**config.mk**
```make
export PLATFORM = sky130hd
export DESIGN_NAME = cspo_regs
export DESIGN_NICKNAME = d
export VERILOG_FILES = /design/src/rtl/cspo_pkg.sv /design/src/rtl/cspo_core_if.sv /design/src/rtl/cspo_regs.sv /design/src/rtl/cspo_flag_calc.sv /design/src/rtl/cspo_addr_xlat.sv
export SDC_FILE = /design/constraint.sdc
export NUM_CORES = 1
export LEC_CHECK = 0
export BUFFER_PORTS_ARGS = -buffer_cell sky130_fd_sc_hd__buf_2
export CAP_MARGIN = 20
export CORE_MARGIN = 1.5
export CORE_UTILIZATION = 49
export CTS_CLUSTER_SIZE = 24
export DETAILED_ROUTE_END_ITERATION = 8
export GPL_TIMING_DRIVEN = 0
export PLACE_DENSITY_LB_ADDON = 0.25
export SYNTH_ARGS = -nofsm -noshare
export SYNTH_HDL_FRONTEND = slang
export SYNTH_SLANG_ARGS = --single-unit
```
**constraint.sdc**
```tcl
create_clock -name CLK_I -period 4.1 [get_ports CLK_I]
set_input_delay 0.82 -clock CLK_I [delete_from_list [all_inputs] [get_ports CLK_I]]
set_output_delay 0.82 -clock CLK_I [all_outputs]
set_load 0.005 [all_outputs]
```
**src/rtl/cspo_pkg.sv**
```systemverilog
// constants and types shared by the core status/pointer/config register block
package cspo_pkg;
   // data memory map locations handled here
   localparam logic [4:0] ADDR_INDIRECT = 5'h00;
   localparam logic [4:0] ADDR_FLAGS    = 5'h03;
   localparam logic [4:0] ADDR_POINTER  = 5'h04;
   // flags register field positions
   localparam int BIT_CARRY     = 0;
   localparam int BIT_DIGIT     = 1;
   localparam int BIT_ZERO      = 2;
   localparam int BIT_POWERDOWN = 3;
   localparam int BIT_TIMEOUT   = 4;
   localparam int BIT_PAGE      = 5;
   // reset values
   localparam logic [7:0] FLAGS_RST   = 8'h18;
   localparam logic [4:0] POINTER_RST = 5'h00;
   localparam logic [2:0] POINTER_TOP = 3'h7;
   localparam logic [7:0] CFG_RST     = 8'h3f;
   // config word field positions
   localparam int CFG_LEVEL    = 7;
   localparam int CFG_PF_EN    = 6;
   localparam int CFG_SRC      = 5;
   localparam int CFG_EDGE     = 4;
   localparam int CFG_ASSIGN   = 3;
   localparam int CFG_RATE_MSB = 2;
   // alu operation classes that shape the flags
   typedef enum logic [2:0] {
      ALU_PASS,
      ALU_ADD,
      ALU_SUB,
      ALU_ROT_L,
      ALU_ROT_R
   } cspo_alu_op_e;
endpackage : cspo_pkg

```
**src/rtl/cspo_core_if.sv**
```systemverilog
// interface joining the register core to its flag and address helpers
`timescale 1ns/100ps
`default_nettype none
interface cspo_core_if;
   cspo_pkg::cspo_alu_op_e op;  // operation class
   logic [7:0] a;               // first operand
   logic [7:0] b;               // second operand
   logic       carry_in;        // stored carry for rotates
   logic [7:0] result;          // alu result
   logic       zero;            // computed zero flag
   logic       digit;           // computed digit carry flag
   logic       carry;           // computed carry flag
   logic [4:0] req_addr;        // address named by the instruction
   logic [4:0] pointer;         // stored pointer bits
   logic [4:0] eff_addr;        // address after redirection
   logic       self_ref;        // pointer selects the indirect location
   modport alu  (input op, a, b, carry_in, output result, zero, digit, carry);
   modport xlat (input req_addr, pointer, output eff_addr, self_ref);
   modport core (output op, a, b, carry_in, req_addr, pointer,
                 input result, zero, digit, carry, eff_addr, self_ref);
endinterface : cspo_core_if
`default_nettype wire

```
**src/rtl/cspo_regs.sv**
```systemverilog
// core flags/page register, indirect pointer and hidden config word
// Notes on behaviour
// - flag-affecting write blocks z/dc/c write
// - timeout and powerdown ignore instruction writes
// - flags register is an ordinary destination
// - alu flag update overrides written bits
// - flags reset to 00011 plus flags
// - bit 5 selects program page
// - digit carry from nibble, inverted on subtract
// - pointer is an eight bit mapped register
// - low five pointer bits address memory
// - top pointer bits ignore writes
// - pointer bit 7 reads one after reset
// - config word write-only and unmapped
// - dedicated instruction loads accumulator into config
// - config drives power-fail, prescaler, timer
// - config word resets to 0x3f
// - indirect location redirects through pointer
// - self-referencing indirect read returns zero
// - program counter bit 8 from page bit
`timescale 1ns/100ps
`default_nettype none
module cspo_regs #(
   parameter bit LARGE_PROG = 1'b1   // program memory above 256 words
) (
   input  wire logic                   CLK_I,
   input  wire logic                   RST_I,
   // data memory access from the execution unit
   input  wire logic [4:0]             DM_ADDR_I,
   input  wire logic                   DM_RD_I,
   input  wire logic                   DM_WR_I,
   input  wire logic [7:0]             DM_WDATA_I,
   input  wire logic [7:0]             DM_RDATA_I,
   output logic      [4:0]             DM_ADDR_O,
   output logic                        DM_RE_O,
   output logic                        DM_WE_O,
   output logic      [7:0]             RD_DATA_O,
   // alu operands and flag enables
   input  wire cspo_pkg::cspo_alu_op_e ALU_OP_I,
   input  wire logic [7:0]             ALU_A_I,
   input  wire logic [7:0]             ALU_B_I,
   input  wire logic [2:0]             FLAG_WE_I,
   output logic      [7:0]             ALU_RESULT_O,
   // config word load
   input  wire logic [7:0]             ACC_I,
   input  wire logic                   CFG_LOAD_I,
   // watchdog and sleep events
   input  wire logic                   WATCHDOG_CLR_I,
   input  wire logic                   SLEEP_I,
   input  wire logic                   WATCHDOG_OVF_I,
   // state outputs
   output logic      [7:0]             FLAGS_PAGE_O,
   output logic      [7:0]             POINTER_O,
   output logic                        PC_BIT8_O,
   output logic      [7:0]             CFG_WORD_O,
   output logic                        CFG_LEVEL_O,
   output logic                        CFG_POWER_FAIL_EN_O,
   output logic                        CFG_TIMER_SRC_O,
   output logic                        CFG_TIMER_EDGE_O,
   output logic                        CFG_PRESCALE_WATCHDOG_O,
   output logic      [2:0]             CFG_PRESCALE_RATE_O
);
   // helper connections
   cspo_core_if cif ();

   // stored state
   logic [2:0] arith;          // zero, digit carry, carry
   logic       timeout_flag;   // watchdog time-out flag
   logic       powerdown_flag; // power-down flag
   logic       page_select_bit;// program page select
   logic [4:0] pointer;        // stored pointer bits
   logic [7:0] cfg_word;       // hidden config word
   logic [7:0] rd_data;        // registered read data

   // decoded access
   logic       wr_flags;       // write targets flags register
   logic       wr_pointer;     // write targets pointer
   logic       rd_flags;       // read targets flags register
   logic       rd_pointer;     // read targets pointer
   logic       ext_target;     // access leaves this block
   logic       flags_busy;     // instruction updates any alu flag
   logic [2:0] next_arith;     // next arithmetic flags
   logic [7:0] flags_view;     // readable flags register
   logic [7:0] pointer_view;   // readable pointer

   // alu helper wiring
   assign cif.op       = ALU_OP_I;
   assign cif.a        = ALU_A_I;
   assign cif.b        = ALU_B_I;
   assign cif.carry_in = arith[cspo_pkg::BIT_CARRY];
   assign cif.req_addr = DM_ADDR_I;
   assign cif.pointer  = pointer;

   // flag computation
   cspo_flag_calc u_flag (
      .f (cif.alu)
   );

   // address translation
   cspo_addr_xlat u_xlat (
      .x (cif.xlat)
   );

   // decode the effective target
   always_comb begin
      wr_flags   = 1'b0;
      wr_pointer = 1'b0;
      rd_flags   = 1'b0;
      rd_pointer = 1'b0;
      ext_target = 1'b0;
      // a self-referencing access touches nothing
      if (!cif.self_ref) begin
         case (cif.eff_addr)
            cspo_pkg::ADDR_FLAGS: begin
               wr_flags = DM_WR_I;
               rd_flags = DM_RD_I;
            end
            cspo_pkg::ADDR_POINTER: begin
               wr_pointer = DM_WR_I;
               rd_pointer = DM_RD_I;
            end
            default: begin
               ext_target = 1'b1;
            end
         endcase
      end
   end

   // memory side strobes, gated to outside locations
   assign DM_ADDR_O = cif.eff_addr;
   assign DM_RE_O   = DM_RD_I && ext_target;
   assign DM_WE_O   = DM_WR_I && ext_target;

   // any enabled flag update locks all three flag bits
   assign flags_busy = |FLAG_WE_I;

   // next arithmetic flags
   always_comb begin
      next_arith = arith;
      if (wr_flags && !flags_busy) begin
         next_arith = DM_WDATA_I[2:0];
      end
      if (FLAG_WE_I[cspo_pkg::BIT_ZERO]) begin
         next_arith[cspo_pkg::BIT_ZERO] = cif.zero;
      end
      if (FLAG_WE_I[cspo_pkg::BIT_DIGIT]) begin
         next_arith[cspo_pkg::BIT_DIGIT] = cif.digit;
      end
      if (FLAG_WE_I[cspo_pkg::BIT_CARRY]) begin
         next_arith[cspo_pkg::BIT_CARRY] = cif.carry;
      end
   end

   // arithmetic flags; reset value is really undefined, zero chosen
   always_ff @(posedge CLK_I) begin
      if (RST_I) begin
         arith <= cspo_pkg::FLAGS_RST[2:0];
      end else begin
         arith <= next_arith;
      end
   end

   // page select, plain read/write bit
   always_ff @(posedge CLK_I) begin
      if (RST_I) begin
         page_select_bit <= cspo_pkg::FLAGS_RST[cspo_pkg::BIT_PAGE];
      end else if (wr_flags) begin
         page_select_bit <= DM_WDATA_I[cspo_pkg::BIT_PAGE];
      end
   end

   // time-out flag; instruction writes never reach it
   always_ff @(posedge CLK_I) begin
      if (RST_I) begin
         timeout_flag <= cspo_pkg::FLAGS_RST[cspo_pkg::BIT_TIMEOUT];
      end else if (WATCHDOG_CLR_I || SLEEP_I) begin
         timeout_flag <= 1'b1;
      end else if (WATCHDOG_OVF_I) begin
         timeout_flag <= 1'b0;
      end
   end

   // power-down flag; only internal events change it
   always_ff @(posedge CLK_I) begin
      if (RST_I) begin
         powerdown_flag <= cspo_pkg::FLAGS_RST[cspo_pkg::BIT_POWERDOWN];
      end else if (WATCHDOG_CLR_I) begin
         powerdown_flag <= 1'b1;
      end else if (SLEEP_I) begin
         powerdown_flag <= 1'b0;
      end
   end

   // pointer keeps only its low bits
   always_ff @(posedge CLK_I) begin
      if (RST_I) begin
         pointer <= cspo_pkg::POINTER_RST;
      end else if (wr_pointer) begin
         pointer <= DM_WDATA_I[4:0];
      end
   end

   // config word, reachable only by its own load strobe
   always_ff @(posedge CLK_I) begin
      if (RST_I) begin
         cfg_word <= cspo_pkg::CFG_RST;
      end else if (CFG_LOAD_I) begin
         cfg_word <= ACC_I;
      end
   end

   // readable views; flags bits 7 and 6 read zero, pointer bits 7 to 5 read one
   assign flags_view = {2'b00, page_select_bit, timeout_flag,
                        powerdown_flag, arith};
   assign pointer_view = {cspo_pkg::POINTER_TOP, pointer};

   // read data registered one edge after the read strobe
   always_ff @(posedge CLK_I) begin
      if (RST_I) begin
         rd_data <= 8'h00;
      end else if (DM_RD_I) begin
         if (cif.self_ref) begin
            rd_data <= 8'h00;
         end else if (rd_flags) begin
            rd_data <= flags_view;
         end else if (rd_pointer) begin
            rd_data <= pointer_view;
         end else begin
            rd_data <= DM_RDATA_I;
         end
      end
   end
   assign RD_DATA_O = rd_data;

   // alu result straight from the helper for write-back
   assign ALU_RESULT_O = cif.result;

   // state outputs
   assign FLAGS_PAGE_O = flags_view;
   assign POINTER_O    = pointer_view;
   // page bit feeds pc bit 8
   assign PC_BIT8_O    = LARGE_PROG & page_select_bit;

   assign CFG_WORD_O              = cfg_word;
   assign CFG_LEVEL_O             = cfg_word[cspo_pkg::CFG_LEVEL];
   assign CFG_POWER_FAIL_EN_O     = cfg_word[cspo_pkg::CFG_PF_EN];
   assign CFG_TIMER_SRC_O         = cfg_word[cspo_pkg::CFG_SRC];
   assign CFG_TIMER_EDGE_O        = cfg_word[cspo_pkg::CFG_EDGE];
   assign CFG_PRESCALE_WATCHDOG_O = cfg_word[cspo_pkg::CFG_ASSIGN];
   assign CFG_PRESCALE_RATE_O     = cfg_word[cspo_pkg::CFG_RATE_MSB:0];
endmodule : cspo_regs
`default_nettype wire

```
**src/rtl/cspo_flag_calc.sv**
```systemverilog
// flag computation for the alu result
`timescale 1ns/100ps
`default_nettype none
module cspo_flag_calc (
   cspo_core_if.alu f
);
   logic [8:0] sum9;   // widened add or subtract
   logic [4:0] low5;   // widened low nibble
   // arithmetic and flags, purely combinational
   always_comb begin
      sum9     = 9'h000;
      low5     = 5'h00;
      f.result = f.a;
      f.digit  = 1'b0;
      f.carry  = f.carry_in;
      case (f.op)
         cspo_pkg::ALU_ADD: begin
            sum9     = {1'b0, f.a} + {1'b0, f.b};
            low5     = {1'b0, f.a[3:0]} + {1'b0, f.b[3:0]};
            f.result = sum9[7:0];
            f.digit  = low5[4];
            f.carry  = sum9[8];
         end
         cspo_pkg::ALU_SUB: begin
            sum9     = {1'b0, f.a} - {1'b0, f.b};
            low5     = {1'b0, f.a[3:0]} - {1'b0, f.b[3:0]};
            f.result = sum9[7:0];
            f.digit  = ~low5[4];
            f.carry  = ~sum9[8];
         end
         cspo_pkg::ALU_ROT_L: begin
            f.result = {f.a[6:0], f.carry_in};
            f.carry  = f.a[7];
         end
         cspo_pkg::ALU_ROT_R: begin
            f.result = {f.carry_in, f.a[7:1]};
            f.carry  = f.a[0];
         end
         // logic results arrive already formed
         default: begin
            f.result = f.a;
         end
      endcase
   end
   assign f.zero = (f.result == 8'h00);
endmodule : cspo_flag_calc
`default_nettype wire

```
**src/rtl/cspo_addr_xlat.sv**
```systemverilog
// data memory address translation for indirect access
`timescale 1ns/100ps
`default_nettype none
module cspo_addr_xlat (
   cspo_core_if.xlat x
);
   logic indirect;   // instruction names the indirect location
   // detect the indirect location
   assign indirect = (x.req_addr == cspo_pkg::ADDR_INDIRECT);
   assign x.eff_addr = indirect ? x.pointer : x.req_addr;
   assign x.self_ref = indirect && (x.pointer == cspo_pkg::ADDR_INDIRECT);
endmodule : cspo_addr_xlat
`default_nettype wire

```
Word-level counts from Yosys, hierarchy flattened
Index checks and enable logic that the tools add are counted.
{"block": "totals", "regBits": 27, "in_bits": 59, "out_inout_bits": 56, "wordCells": 60}
{"block": "classes", "bitwise": 2, "eq_ne": 7, "add_sub_neg": 4, "reduce_logical": 17, "muxes": 21}
{"operator": "one-hot mux 8 bit (4 select lines)", "count": 1}
{"operator": "two-way mux 8 bit", "count": 3}
{"operator": "two-way mux 1 bit", "count": 13}
{"operator": "logical NOT 5 bit", "count": 2}
{"operator": "adder 8 x 8 -> 9 bit", "count": 1}
{"operator": "subtractor 8 x 8 -> 9 bit", "count": 1}
{"operator": "logical NOT 8 bit", "count": 1}
{"operator": "== test 3 x 2 -> 1 bit, second input constant", "count": 2}
{"operator": "nonzero test 2 bit", "count": 3}
{"operator": "OR reduction 2 bit", "count": 3}
{"operator": "adder 4 x 4 -> 5 bit", "count": 1}
{"operator": "== test 5 x 2 -> 1 bit, second input constant", "count": 1}
{"operator": "== test 5 x 3 -> 1 bit, second input constant", "count": 1}
{"operator": "two-way mux 5 bit", "count": 1}
{"operator": "inequality test 5 x 1 -> 1 bit, second input constant", "count": 1}
{"operator": "subtractor 4 x 4 -> 5 bit", "count": 1}
{"operator": "logical AND 1 bit", "count": 4}
{"operator": "one-hot mux 1 bit (4 select lines)", "count": 1}
{"operator": "== test 3 x 1 -> 1 bit, second input constant", "count": 1}
{"operator": "== test 3 bit, second input constant", "count": 1}
{"operator": "two-way mux 3 bit", "count": 1}
{"operator": "OR reduction 3 bit", "count": 1}
{"operator": "NOT 1 bit", "count": 2}
{"operator": "one-hot mux 1 bit (2 select lines)", "count": 1}
{"operator": "other kinds (3)", "count": 3}

Longest topological paths before layout
{"block": "logic_depth", "word_depth": 8, "mapped_depth": 11, "depth_no_buf": 11}

Hierarchy
From an unflattened synthesis, not the netlist that was laid out.
{"block": "unflattened", "cells_unflattened": 361, "hier_area_um2": 2795.2}
{"module": "cspo_regs", "n_inst": 1, "seq_area_each_um2": 540.5, "area_per_inst_um2": 1361.3, "cells_per_inst": 160}
{"module": "cspo_flag_calc", "n_inst": 1, "seq_area_each_um2": 0.0, "area_per_inst_um2": 1338.8, "cells_per_inst": 187}
{"module": "cspo_addr_xlat", "n_inst": 1, "seq_area_each_um2": 0.0, "area_per_inst_um2": 95.1, "cells_per_inst": 14}

Least setup slack after synthesis
No wires, ideal clock.
{"block": "synth_timing", "path_kind": "input to output", "startpoint": "input port ALU_A_I[0]", "endpoint": "output port ALU_RESULT_O[6]", "slack_ps": 742, "cell_stages": 7, "required_ps": 3280, "path_buffers": 0, "arrival_time_ps": 2538, "path_cell_list": "ha_1 -> fa_1 -> nor2b_1 -> o311a_1 -> or4_1 -> a32o_1 -> o31ai_1"}
{"block": "synth_via", "elab_chain_len": 2, "word_cells_on_any_way": 3, "classes_between": "2 x add/sub; 1 x mux"}
{"item": "from (decl)", "line": "cspo_regs.sv:40", "source": "input wire logic [7:0] ALU_A_I,"}
{"item": "subtractor 8 x 8 -> 9 bit / adder 8 x 8 -> 9 bit (equally long branches)", "line": "cspo_flag_calc.sv:25, cspo_flag_calc.sv:18"}
{"item": "one-hot mux 8 bit (4 select lines) *", "line": "cspo_flag_calc.sv:16", "source": "case (f.op)"}
{"item": "to (decl)", "line": "cspo_regs.sv:43", "source": "output logic [7:0] ALU_RESULT_O,"}
Mark *: on every way between the ends. The rest lies on a longest branch, timed or not.

Worst setup path after layout
Ends and elaborated chain as after synthesis.

==> summary.md <==
| Metric | Value |
|---|---|
| Outcome | finished clean |
| Clk sinks | 27 |
| First drt pass iteration count | 5 |
| CTS tree | built |
| Commonest non-fill, non-tap cells in the layout | buf_2, nor2_1, dfxtp_1, a21oi_1 |
| Commonest non-fill, non-tap cell in the layout | buf_2 |
| Unrepaired setup endpoints after global routing | no |
| Leak Pwr | 1.66 nW |
| Number of flops mapped to enable cells by yosys | 0 |
| Max Slew Vio Count | 0 |
| Pwr dens | roughly 220 nW/um2 |
| Routed Antenna Nets | 0 |
| Grt ovf | 0 |
| Critical path, cell by cell | buf_2 > ha_1 > fa_1 > nor2b_1 > o311a_1 > o311ai_0 > a32o_1 > o31ai_1 > buf_2 |
| Routability cong. | 0.895 |
| Die height | ~77 um |
| Gate Count Post-Synth | around 350 |
| Starting Density | 0.517 |
| Max-cap viol count | 0 |
| Yosys warning total | 0 |
| Via count | 2924 |
| Main synth FF type | dfxtp_1 |
| Pwr Total | 0.000721 W |
| Synthesized area | roughly 2700 um2 |
| Clock buffer depth | 2 |
| Max stage delay on crit path | 0.46 ns |
| Fin util | 0.645 |
| CTS H-tree depth | 1 |
| Worst path arrival time | slightly above 3 ns |
| CTS Buf Count | 3 |
| Detailed Place HPWL | 6030 um |
| Mux share of post-synthesis cell area | 0.0945 |
| Fin cells | about 530 |
| Io pins | around 120 |
| Critical path type | in2out |
| Avg Vias per Cell | about 5.6 |
| CTS Hold Buffers Added | 0 |
| Area Growth Syn to Fin | 24.8% |
| DP Cell Count | 522 |
| Number of synthesized register bits | 27 |
| Drt total wl | about 7400 um |
| Synth Area in XOR/XNOR | 0.0131 |
| Synth Area in Compound Gates | 0.259 |
| Slew headroom | 0.521 |
| Clock transition at path regs | roughly 0.080 ns |
| First-pass GRT wire length | ~12000 um |
| Detailed-route DRC error count | 0 |
| GRT Total Usage | 0.249 |
| Slew @ Worst Pin | 0.717 ns |
| Syn avg cell area | slightly below 8 um2 |
| Root Driver | clkbuf_8 |
| Min Tclk post-route | roughly 3.9 ns |
| Filler Cell Count | between 400 and 500 |
| Synth top area cells | dfxtp_1, mux2i_1, ha_1, nor2_1, buf_4 |
| Initial drt markers | around 180 |
| Site Rows | 26 |
| Final hold violation count | 0 |
| Synth cell types | a little under 70 |
| Nets | about 540 |
| Initial antenna violation count | 0 |
| Post-synth top area cell | dfxtp_1 |
| Worst-path fanout max | 5 |
| Highest clock rate | roughly 260 MHz |
| Core footprint | around 5200 um2 |
| Max VDD drop | 0.156 mV |
| Simple-gate share of the synthesized area | 0.213 |
| Startpoint types | primary input |
| CP dominant cell by count | buf_2 |
| Tcrit/Tclk final | 0.954 |
| Routed length per instance | ~14 um |
| Worst skew pair latency | 0.27 ns |
| CP endpoint kind | primary output |
| Antenna Cells | 0 |
| Largest family of logic cells by synthesized area | compound AO/OA/AOI/OAI gates |
| Die X | 76.9 um |
| Post-CTS Setup Inserts | 0 |
| Class of the worst hold path | reg2reg |
| Largest net degree at the start of global routing | 15 |
| Setup TNS | 0 ns |
| Seq/Total Area, Yosys | 0.202 |
| Vias in the first global route | roughly 2700 |
| Post_cts resized | 0 |
| Final setup fails | 0 |
| Fraction of layout cells with a size suffix above 1 | 0.305 |
| Die area | ~6000 um2 |
| Top cell type's share of synthesized area | 0.202 |
| Crit-path slowest cell | o311ai_0 |
| Adder-cell area share of the yosys netlist | 0.0945 |
| Port bufs | 104 |
| Post-synth ARST share | 0 |
| Data required, critical path | about 3.3 ns |
| Layout Skew | between 0.007 and 0.008 ns |
| Minimum hold slack | 0.466 ns |
-- area by class of cell --
| cell class | instances | area [um2] | area share |
|---|---|---|---|
| plain buffers | 36 | 229 | 0.0686 |
| clock buffers | 4 | 45.0 | 0.0135 |
| inverters | 25 | 93.8 | 0.0281 |
| multi-input cells | 260 | 1820 | 0.546 |
| flip-flops and latches | 27 | 541 | 0.162 |
| well taps | 70 | 87.6 | 0.0262 |
| repair buffers | 104 | 520 | 0.156 |
-- metrics by stage --
stage | cell area [um2] | setup WS [ns]
after floorplan | 2690 | 0.742
after global placement | 3290 | 0.262
after detailed placement | 3290 | 0.238
after CTS | 3340 | 0.222
after global routing | 3340 | 0.120
final | 3340 | 0.188
-- routing by layer --
layer	share of wire	vias up	GRT usage	wire, um
met5	0	-	0	0
met4	0.0089	0	0.0444	66
met3	0.083	6	0.0393	614
met2	0.47	122	0.435	3460
met1	0.44	1340	0.324	3280
li1	-	1456	-	-
-- cell families (layout without fill, tap and decap cells) --
family	Yosys count	after routing
compound gates	96	96
xor+xnor	4	4
fa+ha+maj	19	19
buf+inv	61	169
flops	27	27
mux	25	25
other cells	2	5
simple gates	111	111
-- state kept, by name, indices dropped and copies added, names as in the netlist --
signal          count
CFG_WORD_O          8
RD_DATA_O           8
cif.pointer         5
arith               3
PC_BIT8_O           1
powerdown_flag      1
timeout_flag        1
-- Yosys cell counts, types with 4 or more instances --
master	n
a32o_1	4
mux2i_1	23
a21oi_1	25
ha_1	17
inv_1	24
o31ai_1	5
a21o_1	5
a31oi_1	5
and3_1	4
nor3_1	6
dfxtp_1	27
nor2_1	38
nor2b_1	9
buf_4	18
nand2_1	24
o21ai_0	11
clkbuf_1	11
-- power by group --
| part | total (W) | internal (W) | switching, W |
|---|---|---|---|
| combinational | 0.000289 | 0.000135 | 0.000154 |
| sequential | 0.000284 | 0.000275 | 0.00000860 |
| clock | 0.000148 | 0.0000695 | 0.0000786 |
| total | 0.000721 | 0.000480 | 0.000242 |
-- worst max-delay path, delay by kind of cell --
family,cells,cell delay (ns)
AND/OR/NAND/NOR,1,0.18
AO/OA/AOI/OAI,4,1.14
buffers and inverters,2,0.29
adder cells (fa/ha/maj),2,0.67
-- path summary, 6_finish.rpt --
path,startpoint,endpoint,slack [ns],cells after the start
worst max-delay path,ALU_A_I[0],ALU_RESULT_O[6],0.19,9
worst min-delay path,RD_DATA_O[6]$_SDFFE_PP0P_,RD_DATA_O[6]$_SDFFE_PP0P_,0.47,2
worst max register to register,cif.pointer[3]$_SDFFE_PP0P_,RD_DATA_O[0]$_SDFFE_PP0P_,1.79,7
worst min register to register,RD_DATA_O[6]$_SDFFE_PP0P_,RD_DATA_O[6]$_SDFFE_PP0P_,0.47,2
(Power assumes the default switching activity.)
